`src/rtl/pec_pkg.sv`:
```
// Constants shared by the performance event counter block.
// Assumes a single core clock; the core gates it during sleep.
package pec_pkg;
    // Register selects
    localparam logic [2:0]  SEL_CTL0 = 3'h0;
    localparam logic [2:0]  SEL_CNT0 = 3'h1;
    localparam logic [2:0]  SEL_CTL1 = 3'h2;
    localparam logic [2:0]  SEL_CNT1 = 3'h3;
    localparam logic [2:0]  SEL_TRC  = 3'h4;
    // Widths
    localparam int          CNT_W    = 32;
    localparam int          EV_W     = 7;
    localparam int          NUM_EV   = 128;
    localparam int          TC_W     = 8;
    localparam int          VPE_W    = 4;
    // Control register fields
    localparam int          C_MORE   = 31;
    localparam int          C_TC_LO  = 22;
    localparam int          C_TC_HI  = 29;
    localparam int          C_SC_LO  = 20;
    localparam int          C_SC_HI  = 21;
    localparam int          C_VP_LO  = 16;
    localparam int          C_VP_HI  = 19;
    localparam int          C_BLOCK  = 15;
    localparam int          C_EV_LO  = 5;
    localparam int          C_EV_HI  = 11;
    localparam int          C_IE     = 4;
    localparam int          C_USER   = 3;
    localparam int          C_SUPER  = 2;
    localparam int          C_KERN   = 1;
    localparam int          C_EXL    = 0;
    localparam logic [31:0] CTL_WMASK = 32'h3FFF_8FFF;
    localparam logic [31:0] CTL_RESET = 32'h0000_0000;
    localparam logic        MORE0    = 1'b1;
    localparam logic        MORE1    = 1'b0;
    // Trace extra control fields
    localparam int          T_OVF    = 13;
    localparam int          T_CALL   = 12;
    localparam int          T_BP     = 11;
    localparam int          T_SYNC   = 10;
    localparam int          T_MEN    = 9;
    localparam int          T_PRES   = 8;
    localparam logic [31:0] TRC_WMASK = 32'h0000_3C00;
    localparam logic [31:0] TRC_RESET = 32'h0000_0000;
    localparam logic [31:0] CNT_RESET = 32'h0000_0000;
    localparam logic [31:0] ALL_ONES  = 32'hFFFF_FFFF;
    // Scope encodings
    localparam logic [1:0]  SCOPE_ALL = 2'h0;
    localparam logic [1:0]  SCOPE_VPE = 2'h1;
    localparam logic [1:0]  SCOPE_TC  = 2'h2;
    // Current privilege level encodings
    localparam logic [1:0]  MODE_KERN  = 2'h0;
    localparam logic [1:0]  MODE_SUPER = 2'h1;
    localparam logic [1:0]  MODE_USER  = 2'h2;
    // Events that ignore the mode bits, one table per counter
    localparam logic [127:0] NOMODE0 = 128'h0000_0000_0000_000F_0FFC_1090_0264_0001;
    localparam logic [127:0] NOMODE1 = 128'h0000_0000_0000_000F_1FFD_4090_0260_0001;
endpackage

```
`src/rtl/pec_counter.sv`:
```
// One 32-bit event counter with software load.
// Assumes clk is the core's gated clock, stopped in sleep.
`timescale 1ns/100ps
module pec_counter (
    input  wire logic        clk,     // Gated core clock
    input  wire logic        reset,   // Async reset, active high
    input  wire logic        load,    // Software write this cycle
    input  wire logic [31:0] wr_data, // Value to load
    input  wire logic        inc,     // Qualified event this cycle
    output logic      [31:0] count_r  // Current count
);
    logic [31:0] count_nxt; // Next count

    // Software load beats a same-cycle event; the event is dropped
    assign count_nxt = load ? wr_data : (inc ? count_r + 32'h0000_0001 : count_r);

    // Count register; it only moves on edges of the gated clock
    always_ff @(posedge clk or posedge reset) begin
        if (reset) begin
            count_r <= pec_pkg::CNT_RESET;
        end else begin
            count_r <= count_nxt;
        end
    end
endmodule

```
`src/rtl/pec_event_sel.sv`:
```
// Event picker and qualifier for one counter.
// Assumes event pulses arrive from same-clock pipeline logic.
`timescale 1ns/100ps
module pec_event_sel #(
    parameter logic [127:0] NOMODE = 128'h0 // Mode-insensitive events
) (
    input  wire logic [127:0] ev_hit,   // One pulse per event number
    input  wire logic [6:0]   ev_sel,   // Selected event number
    input  wire logic [3:0]   mode_en,  // User, super, kernel, exl enables
    input  wire logic [1:0]   cur_mode, // Privilege of the event's context
    input  wire logic         cur_exl,  // Exception level
    input  wire logic         cur_erl,  // Error level
    input  wire logic [1:0]   scope,    // Counting scope
    input  wire logic [7:0]   tc_sel,   // Chosen thread context
    input  wire logic [3:0]   vpe_sel,  // Chosen virtual cpu
    input  wire logic [7:0]   ev_tc,    // Context that raised the event
    input  wire logic [3:0]   ev_vpe,   // Virtual cpu that raised the event
    output logic              inc       // Qualified count pulse
);
    logic hit;      // Selected event fired
    logic no_mode;  // Event ignores the mode bits
    logic mode_ok;  // Current mode is enabled
    logic scope_ok; // Event's origin is in scope
    logic lvl_clr;  // Neither exception nor error level

    // Each counter has its own table, so one number means two events
    assign hit     = ev_hit[ev_sel];
    assign no_mode = NOMODE[ev_sel];
    assign lvl_clr = !cur_exl && !cur_erl;

    // Mode qualification
    assign mode_ok = (mode_en[pec_pkg::C_USER]  && lvl_clr && cur_mode == pec_pkg::MODE_USER)
                  || (mode_en[pec_pkg::C_SUPER] && lvl_clr && cur_mode == pec_pkg::MODE_SUPER)
                  || (mode_en[pec_pkg::C_KERN]  && lvl_clr && cur_mode == pec_pkg::MODE_KERN)
                  || (mode_en[pec_pkg::C_EXL]   && cur_exl && !cur_erl);

    // Scope filter; any context may be counted, not only the owner
    assign scope_ok = (scope == pec_pkg::SCOPE_ALL)
                   || (scope == pec_pkg::SCOPE_VPE && ev_vpe == vpe_sel)
                   || (scope == pec_pkg::SCOPE_TC  && ev_tc == tc_sel);

    // Reserved scope and reserved events simply never count
    assign inc = hit && (no_mode || mode_ok) && scope_ok;
endmodule

```
`src/rtl/pec_perf_counters.sv`:
```
// Performance event counter block for one core, shared by its contexts.
// Assumes move_to/move_from strobes from the pipeline on clk,
// which is the core's gated clock.
`timescale 1ns/100ps
module pec_perf_counters #(
    parameter bit HAS_COUNTERS  = 1'b1, // Counter logic built in
    parameter bit TRACE_PRESENT = 1'b1  // Counter tracing built in
) (
    input  wire logic         clk,              // Gated core clock
    input  wire logic         reset,            // Async reset, active high
    input  wire logic [2:0]   sel,              // Register select
    input  wire logic         move_to_sysctl,   // Register write strobe
    input  wire logic         wr_vpe,           // Virtual cpu doing the write
    input  wire logic [31:0]  wr_data,          // Write data
    input  wire logic         move_from_sysctl, // Register read strobe
    input  wire logic [127:0] ev0_hit,          // Counter 0 event pulses
    input  wire logic [127:0] ev1_hit,          // Counter 1 event pulses
    input  wire logic [1:0]   cur_mode,         // Privilege of event context
    input  wire logic         cur_exl,          // Exception level
    input  wire logic         cur_erl,          // Error level
    input  wire logic [7:0]   ev_tc,            // Event's thread context
    input  wire logic [3:0]   ev_vpe,           // Event's virtual cpu
    input  wire logic         trig_call_return, // Call, return or exception
    input  wire logic         trig_breakpoint,  // Breakpoint match
    input  wire logic         trig_sync_expiry, // Sync counter expired
    output logic [31:0]       rd_data_r,        // Read data
    output logic              rd_valid_r,       // Read data valid pulse
    output logic              irq_vpe0_r,       // Interrupt to virtual cpu 0
    output logic              irq_vpe1_r,       // Interrupt to virtual cpu 1
    output logic [1:0]        trace_emit_r,     // Counter value emitted
    output logic [31:0]       trace_val0_r,     // Emitted counter 0 value
    output logic [31:0]       trace_val1_r      // Emitted counter 1 value
);
    logic [31:0] ctl0_r;      // Counter 0 control, writable bits only
    logic [31:0] ctl1_r;      // Counter 1 control, writable bits only
    logic        owner0_r;    // Last writer of control 0
    logic        owner1_r;    // Last writer of control 1
    logic [31:0] trc_r;       // Trace extra control, writable bits
    logic [1:0]  top_d_r;     // Count bit 31 one cycle ago
    logic [31:0] cnt0;        // Counter 0 value
    logic [31:0] cnt1;        // Counter 1 value
    logic        inc0;        // Counter 0 qualified event
    logic        inc1;        // Counter 1 qualified event
    logic        wr_ctl0;     // Write decode
    logic        wr_cnt0;
    logic        wr_ctl1;
    logic        wr_cnt1;
    logic        wr_trc;
    logic [31:0] ctl0_view;   // Control 0 as software reads it
    logic [31:0] ctl1_view;   // Control 1 as software reads it
    logic [31:0] trc_view;    // Trace control as software reads it
    logic [31:0] trc_wmask;   // Writable trace bits for this build
    logic [31:0] rd_nxt;      // Read mux result
    logic        req0;        // Counter 0 interrupt condition
    logic        req1;        // Counter 1 interrupt condition
    logic        irq0_nxt;
    logic        irq1_nxt;
    logic        ovf_any;     // Some counter crossed into bit 31
    logic        trig_any;    // Enabled trace trigger fired
    logic [1:0]  emit_nxt;

    // Write decode; with no counters the four registers ignore writes
    assign wr_ctl0 = move_to_sysctl && sel == pec_pkg::SEL_CTL0 && HAS_COUNTERS;
    assign wr_cnt0 = move_to_sysctl && sel == pec_pkg::SEL_CNT0 && HAS_COUNTERS;
    assign wr_ctl1 = move_to_sysctl && sel == pec_pkg::SEL_CTL1 && HAS_COUNTERS;
    assign wr_cnt1 = move_to_sysctl && sel == pec_pkg::SEL_CNT1 && HAS_COUNTERS;
    assign wr_trc  = move_to_sysctl && sel == pec_pkg::SEL_TRC;

    // Master enable is only writable when counters exist
    assign trc_wmask = pec_pkg::TRC_WMASK
                     | (HAS_COUNTERS ? (32'h0000_0001 << pec_pkg::T_MEN) : 32'h0);

    // Read views: preset flags merged in, reserved bits stay zero
    assign ctl0_view = ctl0_r | ({31'h0, pec_pkg::MORE0} << pec_pkg::C_MORE);
    assign ctl1_view = ctl1_r | ({31'h0, pec_pkg::MORE1} << pec_pkg::C_MORE);
    assign trc_view  = trc_r  | ({31'h0, TRACE_PRESENT} << pec_pkg::T_PRES);

    // Read mux; counter registers read all ones when absent
    assign rd_nxt = (sel == pec_pkg::SEL_TRC) ? trc_view
                  : (sel > pec_pkg::SEL_CNT1) ? 32'h0000_0000
                  : !HAS_COUNTERS             ? pec_pkg::ALL_ONES
                  : (sel == pec_pkg::SEL_CTL0) ? ctl0_view
                  : (sel == pec_pkg::SEL_CNT0) ? cnt0
                  : (sel == pec_pkg::SEL_CTL1) ? ctl1_view
                  : cnt1;

    // Event pickers, one per counter with its own decode table
    pec_event_sel #(
        .NOMODE (pec_pkg::NOMODE0)
    ) u_sel0 (
        .ev_hit   (ev0_hit),
        .ev_sel   (ctl0_r[pec_pkg::C_EV_HI:pec_pkg::C_EV_LO]),
        .mode_en  (ctl0_r[pec_pkg::C_USER:pec_pkg::C_EXL]),
        .cur_mode (cur_mode),
        .cur_exl  (cur_exl),
        .cur_erl  (cur_erl),
        .scope    (ctl0_r[pec_pkg::C_SC_HI:pec_pkg::C_SC_LO]),
        .tc_sel   (ctl0_r[pec_pkg::C_TC_HI:pec_pkg::C_TC_LO]),
        .vpe_sel  (ctl0_r[pec_pkg::C_VP_HI:pec_pkg::C_VP_LO]),
        .ev_tc    (ev_tc),
        .ev_vpe   (ev_vpe),
        .inc      (inc0)
    );
    pec_event_sel #(
        .NOMODE (pec_pkg::NOMODE1)
    ) u_sel1 (
        .ev_hit   (ev1_hit),
        .ev_sel   (ctl1_r[pec_pkg::C_EV_HI:pec_pkg::C_EV_LO]),
        .mode_en  (ctl1_r[pec_pkg::C_USER:pec_pkg::C_EXL]),
        .cur_mode (cur_mode),
        .cur_exl  (cur_exl),
        .cur_erl  (cur_erl),
        .scope    (ctl1_r[pec_pkg::C_SC_HI:pec_pkg::C_SC_LO]),
        .tc_sel   (ctl1_r[pec_pkg::C_TC_HI:pec_pkg::C_TC_LO]),
        .vpe_sel  (ctl1_r[pec_pkg::C_VP_HI:pec_pkg::C_VP_LO]),
        .ev_tc    (ev_tc),
        .ev_vpe   (ev_vpe),
        .inc      (inc1)
    );

    // Counters; the interrupt never holds or reloads them
    pec_counter u_cnt0 (
        .clk     (clk),
        .reset   (reset),
        .load    (wr_cnt0),
        .wr_data (wr_data),
        .inc     (inc0 && HAS_COUNTERS),
        .count_r (cnt0)
    );
    pec_counter u_cnt1 (
        .clk     (clk),
        .reset   (reset),
        .load    (wr_cnt1),
        .wr_data (wr_data),
        .inc     (inc1 && HAS_COUNTERS),
        .count_r (cnt1)
    );

    // Interrupt condition per counter, steered to its owner
    assign req0     = cnt0[31] && ctl0_r[pec_pkg::C_IE];
    assign req1     = cnt1[31] && ctl1_r[pec_pkg::C_IE];
    assign irq0_nxt = (req0 && !owner0_r) || (req1 && !owner1_r);
    assign irq1_nxt = (req0 && owner0_r) || (req1 && owner1_r);

    // Trace triggers; overflow means bit 31 just became set
    assign ovf_any  = (cnt0[31] && !top_d_r[0]) || (cnt1[31] && !top_d_r[1]);
    assign trig_any = trc_r[pec_pkg::T_MEN] && TRACE_PRESENT
                   && ((trc_r[pec_pkg::T_OVF]  && ovf_any)
                    || (trc_r[pec_pkg::T_CALL] && trig_call_return)
                    || (trc_r[pec_pkg::T_BP]   && trig_breakpoint)
                    || (trc_r[pec_pkg::T_SYNC] && trig_sync_expiry));
    assign emit_nxt = {trig_any && !ctl1_r[pec_pkg::C_BLOCK],
                       trig_any && !ctl0_r[pec_pkg::C_BLOCK]};

    // Control registers and their last writer
    always_ff @(posedge clk or posedge reset) begin
        if (reset) begin
            ctl0_r   <= pec_pkg::CTL_RESET; // Enable and trace block clear
            ctl1_r   <= pec_pkg::CTL_RESET;
            owner0_r <= 1'b0;
            owner1_r <= 1'b0;
        end else begin
            if (wr_ctl0) begin
                ctl0_r   <= wr_data & pec_pkg::CTL_WMASK;
                owner0_r <= wr_vpe;
            end
            if (wr_ctl1) begin
                ctl1_r   <= wr_data & pec_pkg::CTL_WMASK;
                owner1_r <= wr_vpe;
            end
        end
    end

    // Trace extra control; reset leaves tracing disabled
    always_ff @(posedge clk or posedge reset) begin
        if (reset) begin
            trc_r <= pec_pkg::TRC_RESET;
        end else if (wr_trc) begin
            trc_r <= wr_data & trc_wmask;
        end
    end

    // Read port, one cycle after the strobe
    always_ff @(posedge clk or posedge reset) begin
        if (reset) begin
            rd_data_r  <= 32'h0000_0000;
            rd_valid_r <= 1'b0;
        end else begin
            rd_valid_r <= move_from_sysctl;
            if (move_from_sysctl) begin
                rd_data_r <= rd_nxt;
            end
        end
    end

    // Registered interrupt outputs, one per virtual cpu
    always_ff @(posedge clk or posedge reset) begin
        if (reset) begin
            irq_vpe0_r <= 1'b0;
            irq_vpe1_r <= 1'b0;
        end else begin
            irq_vpe0_r <= irq0_nxt;
            irq_vpe1_r <= irq1_nxt;
        end
    end

    // Trace emission; values are captured with the pulse
    always_ff @(posedge clk or posedge reset) begin
        if (reset) begin
            top_d_r      <= 2'h0;
            trace_emit_r <= 2'h0;
            trace_val0_r <= 32'h0000_0000;
            trace_val1_r <= 32'h0000_0000;
        end else begin
            top_d_r      <= {cnt1[31], cnt0[31]};
            trace_emit_r <= emit_nxt;
            trace_val0_r <= cnt0;
            trace_val1_r <= cnt1;
        end
    end

    // Checks
    a_absent_reads: assert property (@(posedge clk) disable iff (reset)
        (move_from_sysctl && sel <= pec_pkg::SEL_CNT1 && !HAS_COUNTERS)
        |=> rd_data_r == pec_pkg::ALL_ONES)
        else $error("absent counters did not read all ones");
    a_irq_formed: assert property (@(posedge clk) disable iff (reset)
        (cnt0[31] && ctl0_r[pec_pkg::C_IE]) |=> (irq_vpe0_r || irq_vpe1_r))
        else $error("counter 0 interrupt not raised");
    a_irq_owner: assert property (@(posedge clk) disable iff (reset)
        wr_ctl0 |=> owner0_r == $past(wr_vpe))
        else $error("control 0 owner not taken from writer");
    a_count_runs: assert property (@(posedge clk) disable iff (reset)
        ((irq_vpe0_r || irq_vpe1_r) && inc0 && HAS_COUNTERS && !wr_cnt0)
        |=> cnt0 == $past(cnt0) + 32'h0000_0001)
        else $error("counter 0 stalled while interrupt raised");
    a_irq_drop: assert property (@(posedge clk) disable iff (reset)
        (!req0 && !req1) |=> (!irq_vpe0_r && !irq_vpe1_r))
        else $error("interrupt held without a cause");
    a_rsvd_zero: assert property (@(posedge clk) disable iff (reset)
        (move_from_sysctl && sel == pec_pkg::SEL_CTL1 && HAS_COUNTERS)
        |=> (rd_data_r[30] == 1'b0 && rd_data_r[14:12] == 3'h0))
        else $error("reserved control bits read nonzero");
    a_trace_block: assert property (@(posedge clk) disable iff (reset)
        trace_emit_r[0] |-> !$past(ctl0_r[pec_pkg::C_BLOCK]))
        else $error("blocked counter 0 was traced");
    a_master_gate: assert property (@(posedge clk) disable iff (reset)
        (trace_emit_r != 2'h0) |-> $past(trc_r[pec_pkg::T_MEN]))
        else $error("trace emitted with master enable off");

    // A qualified event moves the count by exactly one
    // Catches a stuck or double-stepping counter even with interrupts off
    a_count_step: assert property (@(posedge clk) disable iff (reset)
        (inc1 && HAS_COUNTERS && !wr_cnt1) |=> cnt1 == $past(cnt1) + 32'h0000_0001)
        else $error("counter 1 did not step by one");

    // A software write loads the count whole, a same-cycle event is lost
    // The load must win so software sees exactly what it wrote
    a_count_load: assert property (@(posedge clk) disable iff (reset)
        wr_cnt0 |=> cnt0 == $past(wr_data))
        else $error("counter 0 load lost");

    // Control 1 interrupt follows its own last writer
    // Both controls keep separate owners; one must not steer the other
    a_irq_owner1: assert property (@(posedge clk) disable iff (reset)
        wr_ctl1 |=> owner1_r == $past(wr_vpe))
        else $error("control 1 owner not taken from writer");

    // Counter 1 request reaches one of the two interrupt outputs
    // The output is registered, hence the one-cycle lag
    a_irq_formed1: assert property (@(posedge clk) disable iff (reset)
        req1 |=> (irq_vpe0_r || irq_vpe1_r))
        else $error("counter 1 interrupt not raised");

    // Every read strobe is answered with a valid pulse
    // Software relies on the fixed one-cycle answer
    a_rd_valid: assert property (@(posedge clk) disable iff (reset)
        move_from_sysctl |=> rd_valid_r)
        else $error("read strobe not answered");

    // Control 0 reports that a second pair follows it
    // The flag is a constant, never taken from written data
    a_more_flag: assert property (@(posedge clk) disable iff (reset)
        (move_from_sysctl && sel == pec_pkg::SEL_CTL0 && HAS_COUNTERS)
        |=> rd_data_r[31] == pec_pkg::MORE0)
        else $error("control 0 preset flag wrong");

    // Trace control reports whether counter tracing is built in
    a_pres_flag: assert property (@(posedge clk) disable iff (reset)
        (move_from_sysctl && sel == pec_pkg::SEL_TRC)
        |=> rd_data_r[pec_pkg::T_PRES] == TRACE_PRESENT)
        else $error("trace present flag wrong");

    // Emitted value is the count at the trigger cycle
    // A stale value here would skew every traced measurement
    a_trace_val: assert property (@(posedge clk) disable iff (reset)
        trace_emit_r[1] |-> trace_val1_r == $past(cnt1))
        else $error("traced counter 1 value wrong");

    // Reserved control 0 bits stay zero on every read when counters are built in
    a_rsvd_zero0: assert property (@(posedge clk) disable iff (reset)
        (move_from_sysctl && sel == pec_pkg::SEL_CTL0 && HAS_COUNTERS)
        |=> (rd_data_r[30] == 1'b0 && rd_data_r[14:12] == 3'h0))
        else $error("reserved control 0 bits read nonzero");
endmodule

```
`config.mk`:
```
export PLATFORM = sky130hd
export DESIGN_NAME = pec_perf_counters
export DESIGN_NICKNAME = d
export VERILOG_FILES = /design/src/rtl/pec_pkg.sv /design/src/rtl/pec_counter.sv /design/src/rtl/pec_event_sel.sv /design/src/rtl/pec_perf_counters.sv
export SDC_FILE = /design/constraint.sdc
export NUM_CORES = 1
export LEC_CHECK = 0
export BUFFER_PORTS_ARGS = -buffer_cell sky130_fd_sc_hd__buf_2
export CORE_AREA = 4 4 162 164
export DETAILED_ROUTE_END_ITERATION = 12
export DIE_AREA = 0 0 166 168
export PLACE_DENSITY = 0.92
export REMOVE_ABC_BUFFERS = 1
export SLEW_MARGIN = 40
export SYNTH_ARGS = -nofsm -noshare
export SYNTH_HDL_FRONTEND = slang
export SYNTH_SLANG_ARGS = --single-unit
```
`constraint.sdc`:
```
create_clock -name clk -period 12.3 [get_ports clk]
set_input_delay 0 -clock clk [delete_from_list [all_inputs] [get_ports clk]]
set_output_delay 0 -clock clk [all_outputs]
set_load 0.02 [all_outputs]
```
==> impl_summary.md, run 1 <==
Outcome
The flow ran to the end, and the final reports show no timing, DRC or antenna violations.

CTS
At the later pin of the worst-skew pair, clock insertion delay measures between 0.5 and 0.6 ns. The number of buffers between clock root and the deepest sink is 3. The number of levels the H-tree was split into is 1.

TritonCTS created 22 clock buffers. In this run, post-CTS repair resized a total of 0 instances. The CTS tree is built. The clock root buffer is clkbuf_16. The TritonCTS sink count is ~230.

The post-CTS clock slew at the launch and capture registers of the worst setup and hold paths is ~0.070 ns.

Setup path
The worst setup slack for register-to-register paths is about 8.4 ns. The arrival time of the worst setup path is around 4.3 ns. The worst setup path is captured at a register. The highest cell delay on the worst timing path is around 0.80 ns.

In this run the worst setup path terminates at u_cnt1.count_r[22]$_DFFE_PP0P_. The worst setup path is of the reg2reg kind. Measured in cells, the most critical reg-to-reg path has a length of 10. The cell with the largest stage delay on the worst path is dfrtp_4. The worst register-to-register path ends at u_cnt1.count_r[22]$_DFFE_PP0P_. STA puts the critical path data required time at between 10 and 15 ns.

The worst register-to-register path begins at ctl1_r[5]$_DFFE_PP0P_. The critical path goes through clkinv_1 > ha_1 > mux2i_1 > nor2_1 > o211a_1 > o311ai_1 > a21oi_4 > nand4_4 > or4_1 > a31oi_1. The maximum fanout along the worst path is 34. The worst setup path is launched from a register. The critical path startpoint is ctl1_r[5]$_DFFE_PP0P_.

Floorplan
Row generation in the floorplan step produced 58 rows. Pin placement for this block handled between 400 and 500 I/O pins. In this run the horizontal extent of the chip is ~170 microns.

The vertical extent of the die is ~170 microns. The total core area is about 25,000 sq um. The initial standard-cell utilization of the core is 0.518. The total die area is between 20,000 and 30,000 sq um.

Yosys
The fraction of registers with async set/reset is 1.00. Yosys mapped a number of flops with a built-in enable equal to 0. Averaged over all synthesized cells, the footprint is around 12 sq um.

The sequential element share of the synthesized area is 0.439. Counting flops and latches in the post-synthesis netlist gives about 230. The flip-flop cell with the highest count after synthesis is dfrtp_1. The area share of the leading cell type in the synthesized netlist is 0.439. The cell taking the most area after synthesis is dfrtp_1. In this run the cell area of the synthesized design comes to 12,900 sq um. The number of distinct library cells after synthesis is 76. Synthesis produced between 1k and 1.5k cells. By area the synthesized netlist is led by dfrtp_1 44%, mux4_2 12%, mux2_2 5.0%. The number of synthesis warnings is 0.

Route
In the routed layout, each cell is associated on average with a via count of 6.31. The total detailed-routing wirelength is ~46,000 microns. The number of iterations in the first detailed-routing pass is 8. Dividing the detail-routed wire length by the instance count gives roughly 25 microns.

The post-detailed-route count of antenna-violating nets is 0. The DRC violations left is 0. The DRC violation total after the first TritonRoute iteration is about 1.5k.

The count of vias placed by the detailed router is roughly 12k.

STA
Headroom to the max-slew limit came out at 0.469. The final-report hold violation count is 0. The post-layout minimum cycle time is 3.86 ns. Setup repair after global routing left no endpoint under its margin. The setup skew after layout is roughly 0.018 ns. Setup violations remaining at the end of the flow were counted as 0. Adding up every negative setup slack in the final design gives 0 ns.

In the finished design, the share of the clock period the worst path needs comes to 0.314. The slew at the pin with the worst max-slew slack is about 0.79 ns. The highest clock rate is 259 MHz. Once routing completed, OpenROAD measured the worst setup slack at about 8.4 ns. The final max-slew violation count is 0.

Final layout
The net count of the finished layout is approximately 1.8k. Of the cells placed in the final design, the portion with a size suffix greater than 1 is 0.397. The signed area change from the synthesized netlist to the final layout is 25.6%.

Counting the fill cells in the layout gives approximately 1.8k. The number of cells in the finished layout apart from fillers is approximately 1.9k. The area used by multi-input combinational logic is between 6000 and 7000 sq um. In the final layout, flip-flops and latches occupy 5660 sq um.

Placement
In this run, placement finished with an instance count of between 1.5k and 2k. At the end of routability-driven placement, the weighted congestion stood at approximately 1. At the placement stage, the worst setup path has a slack of 8.30 ns.

The number of I/O port buffers is about 420. The half-perimeter wire length of the detailed placement result is about 33,000 microns.

Power and ir drop
IR analysis of the VDD net gives a maximum drop of 126 uV. Summed over all cells, the static leakage comes to a little over 7 nW. The power per cell area is around 170 nW/um^2.

Flow run
The tool flagged a number of max-cap violations equal to 0.

Global routing
The total congestion overflow after global routing is 0. Entering global routing, the biggest net connects 142 pins. The wire length of the first global-routing pass is between 70,000 and 80,000 microns. The number of antenna violations at the first check in global routing is 4. In the global route stage, overall resource usage came out at 0.320. The number of global-route vias before repair is approximately 12k.

Min path
The path type of the worst min-delay path is in2async.
report_power, final:
group          internal (mW)  switching (mW)  leakage (nW)  total [mW]
combinational          0.389           0.455          4.06       0.844
sequential             0.905           0.223          2.75        1.13
clock                  0.437           0.284         0.369       0.720
Yosys cell counts (3+ instances only):
master	instances
a21oi_1	16
a221oi_1	4
a22oi_1	7
a31oi_1	21
and2_1	7
and3_1	14
and4_1	3
buf_1	6
buf_2	10
buf_4	8
buf_6	10
clkbuf_1	41
dfrtp_1	226
ha_1	8
inv_1	41
mux2_2	57
mux2i_1	37
mux4_1	14
mux4_2	70
nand2_1	107
nand2b_1	3
nand3_1	30
nand3b_1	6
nand4_1	26
nor2_1	45
nor2b_1	8
nor3_1	22
nor3b_1	6
nor4_1	17
o21ai_0	63
o21ai_1	6
o22ai_1	5
o2bb2ai_1	23
o31ai_1	11
or3_1	9
or4_1	11
xnor2_1	55
xor2_1	18
worst min-delay path by stage:
| stage | depth (start not counted) | end | slack [ns] | startpoint |
|---|---|---|---|---|
| floorplan | 0 | rd_valid_r$_DFF_PP0_ | 0.03 | move_from_sysctl |
| global placement | 3 | u_cnt0.count_r[31]$_DFFE_PP0P_ | 0.23 | wr_data[31] |
| detailed placement | 2 | trace_val1_r[1]$_DFF_PP0_ | 0.19 | reset |
| CTS | 3 | trc_r[10]$_DFFE_PP0P_ | 0.12 | move_to_sysctl |
| global route | 3 | trc_r[11]$_DFFE_PP0P_ | 0.14 | move_to_sysctl |
| finish | 3 | trace_val1_r[0]$_DFF_PP0_ | 0.10 | reset |
placed cells by master (no fill, tap or decap), types with 26 or more instances in the layout:
cell	netlist	routed
nand2_1	107	106
buf_2	10	415
mux2i_1	37	37
dlygate4sd3_1	1	38
nor2_1	45	44
xnor2_1	55	55
nand4_1	26	26
inv_1	41	40
nand3_1	30	30
mux2_2	57	57
mux4_2	70	70
o21ai_0	63	63
dfrtp_1	226	223
stage by stage:
stage | hold slack, ns | total power [mW] | utilization | instance area [sq um]
2_1_floorplan | 0.0314 | 1.59 | - | 12400
3_3_place_gp | 0.234 | 1.90 | 0.603 | 15000
3_5_place_dp | 0.192 | 1.94 | 0.604 | 15000
4_1_cts | 0.120 | 2.68 | 0.650 | 16200
5_1_grt | 0.136 | 2.80 | 0.650 | 16200
6_report | 0.102 | 2.69 | 0.651 | 16200
metal layers:
metal	global-route usage	vias up	part of all wire
li1	-	4966	-
met4	0.0961	2	0.036
met2	0.511	879	0.47
met5	0	-	0.00028
met3	0.0742	151	0.10
met1	0.441	5805	0.39
critical path, delay by kind of cell (launching register included):
family / cells / cell delay, ns
AO/OA/AOI/OAI: 4 / 0.89
AND/OR/NAND/NOR: 3 / 1.07
multiplexers: 1 / 0.14
buffers and inverters: 1 / 0.43
adder cells (fa/ha/maj): 1 / 0.42
flip-flops: 1 / 0.80
final cells by class:
cell class | count | area share
Antenna cell | 2 | 0.000309
Clock inverter | 6 | 0.00804
Timing Repair Buffer | 466 | 0.158
Sequential cell | 226 | 0.350
Clock buffer | 31 | 0.0386
Tap cell | 330 | 0.0255
Inverter | 44 | 0.0110
Multi-Input combinational cell | 765 | 0.409
state kept, by name (all words and copies together) (netlist names):
signal	count
trace_val1_r	31
irq_vpe0_r	1
top_d_r	2
trace_emit_r	2
trc_r	5
irq_vpe1_r	1
ctl0_r	27
rd_valid_r	1
u_cnt0.count_r	32
owner0_r	1
ctl1_r	27
owner1_r	1
rd_data_r	32
trace_val0_r	31
u_cnt1.count_r	32
kinds of logic after synthesis:
group	Yosys count	synth area share
compound gates	180	0.0946
xor+xnor	73	0.0496
fa+ha+maj	8	0.00776
buf+inv	126	0.0511
flops	226	0.439
mux	178	0.229
simple gates	326	0.129
what timing repair did:
item,CTS,global route
setup buffers,0,0
hold endpoints to repair,278,0
hold buffers,38,0
No activity file was read; power rests on OpenSTA's default activity.
==> run 2, diff against run 1 <==
- CORE_AREA: 4 4 162 164 -> default
- CORE_MARGIN: default -> 4
- CORE_UTILIZATION: default -> 47
- DIE_AREA: 0 0 166 168 -> default
- PLACE_DENSITY: 0.92 -> 0.89
- clock period: 12.3 -> 3.4 ns (I/O delays scaled with it)
==> run 2 against run 1 <==
Compared with the run above:
- via count shrank 1.5%
- critical path type unchanged
- critical endpoint is now u_cnt0.count_r[15]$_DFFE_PP0P_
- setup slack worse by 8.2 ns
- routed wire length fell by 2.6%
- sequential cell count did not move
- core utilization shrank 3.9 points
- highest routed layer unchanged
- clock power rose to 3.7 times the previous value
==> impl_summary.md, run 2 (synthesized netlist as in run 1, its figures left out) <==
Global routing
The total congestion overflow after global routing is 0 (unchanged). The number of global-route vias before repair is 11.8k (was 11.9k). The number of antenna violations at the first check in global routing was 4 (unchanged). The wire length of the first global-routing pass is 69,600 microns (was 71,000 microns). The overall track demand over capacity in global routing came to 0.289 (was 0.320).

The largest net degree at the start of global routing was 140 (was 142).

Outcome
Outcome: finished, final reports clean (unchanged).

Power and ir drop
The worst supply voltage drop on vdd is 591 uV (was 126 uV). The sequential share of power was 0.400 (was 0.419). The fraction of power consumed by the clock network is 0.271 (was 0.267).

The total power of the final layout came to 9.89 mW (was 2.69 mW). The combinational power share is 0.329 (was 0.314). The switching component of the power is 3.49 mW (was 0.961 mW). The switching share of total power was 0.353 (was 0.357). The power per cell area is 600 nW/um^2 (was 166 nW/um^2). The total leakage power is 7.31 nW (was 7.17 nW). The cell-internal power is 6.39 mW (was 1.73 mW).

Setup path
Ordered list of cells on the worst path: buf_4 > mux2i_1 > o21ai_0 > a31oi_1 > nor2_1 > o22ai_2 > buf_12 > nor4b_1 > xnor2_1 > o21ai_0 (was clkinv_1 > ha_1 > mux2i_1 > nor2_1 > o211a_1 > o311ai_1 > a21oi_4 > nand4_4 > or4_1 > a31oi_1). The cell with the largest stage delay on the worst path is dfrtp_1 (was dfrtp_4). The critical path buffer and inverter count is 2 (was 1). The classification of the worst setup path is reg2reg (unchanged). The endpoint type of the worst setup path is a register (unchanged). The launching element type of the critical path is a register (unchanged). The arrival time of the worst setup path is 3.54 ns (was 4.28 ns). The worst path required time was 3.76 ns (was 12.73 ns). The kind of cell adding the most delay to the critical path is flip-flops (was simple AND/OR/NAND/NOR gates). The maximum fanout along the worst path is 24 (was 34). The highest cell delay on the worst timing path came to 0.82 ns (was 0.80 ns). The most frequent cell on the critical path is o21ai_0.

STA
The final max-slew violation count is 0 (unchanged). The worst hold slack after final layout was 0.110 ns (was 0.102 ns). The setup skew after layout is 0.0171 ns (was 0.0177 ns). The final-report hold violation count was 0 (unchanged). The post-layout minimum cycle time is 3.18 ns (was 3.86 ns).

The setup-violating endpoint count in the final report came to 0 (unchanged). The highest clock rate is 314 MHz (was 259 MHz). The smallest setup slack after layout is 0.217 ns (was 8.44 ns).

RSZ-0062 raised after global routing: false (unchanged). The final-layout setup total negative slack is 0 ns (unchanged). The final worst-path cycle share is 0.936 (was 0.314).

The worst max-slew margin expressed relative to the limit came to 0.488 (was 0.469). The slew at the pin with the worst max-slew slack is 0.768 ns (was 0.789 ns).

Final layout
The share of post-route cells with drive strength above 1 came to 0.406 (was 0.397). Leading cell types in the layout, fill and taps excluded: 415 x buf_2, 224 x dfrtp_1, 106 x nand2_1 (was 415 x buf_2, 223 x dfrtp_1, 106 x nand2_1). The number of cells in the finished layout apart from fillers is 1,904 (was 1,870). The cell area after layout is 16,500 sq um (was 16,200 sq um). The signed area change from the synthesized netlist to the final layout came to 27.8% (was 25.6%).

The fraction of the core area covered by cells at the end of the flow is 0.611 (was 0.651). The layout net count was 1,867 (was 1,848). Top Registers: rd_data_r x32, u_cnt0.count_r x32, u_cnt1.count_r x32 (unchanged). The commonest non-fill, non-tap cell in the layout is buf_2 (unchanged).

Floorplan
The vertical extent of the die came to 174 microns (was 168 microns). The initial standard-cell utilization of the core is 0.478 (was 0.518). The total die area was 30,100 sq um (was 27,900 sq um). The total core area is 27,000 sq um (was 24,900 sq um). The number of cell rows came to 60 (was 58).

The die span in x came to 174 microns (was 166 microns). The number of primary I/O pins is 416 (unchanged).

Route
The detailed-route wire length per cell is 23.7 microns (was 24.7 microns). The total detailed-routing wirelength is 45,100 microns (was 46,300 microns). The post-detailed-route count of antenna-violating nets was 0 (unchanged).

The DRC violations left is 0 (unchanged). The count of vias placed by the detailed router is 11.6k (was 11.8k). The DRC violation total after the first TritonRoute iteration was 1,142 (was 1,470). The vias per cell is 6.11 (was 6.31).

The number of iterations in the first detailed-routing pass came to 5 (was 8).

Placement
The cell count after placement is 1,823 (was 1,793). The half-perimeter wire length of the detailed placement result came to 33,700 microns (was 32,800 microns). The post-placement worst setup slack came to 0.286 ns (was 8.30 ns).

The number of I/O port buffers is 415 (unchanged). The cell area reported after detailed placement is 15,300 sq um (was 15,000 sq um). The placer congestion estimate was 0.927 (was 0.993).

CTS
The CTS tree was built (unchanged). The TritonCTS sink count came to 226 (unchanged). The total of hold buffers inserted after clock tree synthesis was 38 (unchanged). The clock insertion delay at the later pin of the skew report is 0.51 ns (about the same). The clock root buffer is clkbuf_16 (unchanged).

The post-cts sizing count is 0 (unchanged). The total clock buffers created by CTS came to 22 (unchanged). The number of levels the H-tree was split into is 1 (unchanged).

The number of buffers between clock root and the deepest sink is 3 (unchanged). The post-CTS clock slew at the launch and capture registers of the worst setup and hold paths came to 0.06 ns (was 0.07 ns). The post-CTS setup-driven buffer insertion count is 0 (unchanged).

Flow run
The number of max-cap violations is 0 (unchanged).

Min path
The path type of the worst min-delay path was in2async (unchanged).
run 2: final timing paths:
path,startpoint,endpoint,slack [ns],cells after the start
max in group asynchronous,reset,trace_val1_r[20]$_DFF_PP0_,2.20,4
worst min register to register,ctl1_r[15]$_DFFE_PP0P_,trace_emit_r[1]$_DFF_PP0_,0.45,1
worst min-delay path,reset,trace_val1_r[3]$_DFF_PP0_,0.11,3
worst max register to register,ctl0_r[8]$_DFFE_PP0P_,u_cnt0.count_r[15]$_DFFE_PP0P_,0.22,10
min in group clk,move_to_sysctl,trc_r[12]$_DFFE_PP0P_,0.11,3
worst max-delay path,ctl0_r[8]$_DFFE_PP0P_,u_cnt0.count_r[15]$_DFFE_PP0P_,0.22,10
run 2: per-layer routing:
layer	wire (microns)	GRT usage	vias to the layer above
met5	11	0	-
li1	-	-	5023
met4	1200	0.0716	2
met1	17900	0.397	5811
met3	4090	0.0539	96
met2	21900	0.480	697
run 2: power groups by stage:
stage	clock, mW	sequential (mW)	combinational (mW)
6_report	2.68	3.95	3.26
5_1_grt	2.80	4.03	3.50
4_1_cts	2.69	3.93	3.24
3_5_place_dp	0	3.96	3.19
3_3_place_gp	0	3.93	3.10
2_1_floorplan	0	4.17	1.60
run 2: cell type report:
class,instances,area [sq um]
Inverter,44,178
Sequential cell,226,5660
Clock inverter,13,176
Fill cell,2073,10500
Multi-Input combinational cell,765,6600
Clock buffer,27,621
Tap cell,341,427
Timing Repair Buffer,485,2810
Antenna cell,3,7.51
run 2: tightest hold or removal path, delay by kind of cell:
family                 cells  cell delay (ns)
buffers and inverters      3             1.10
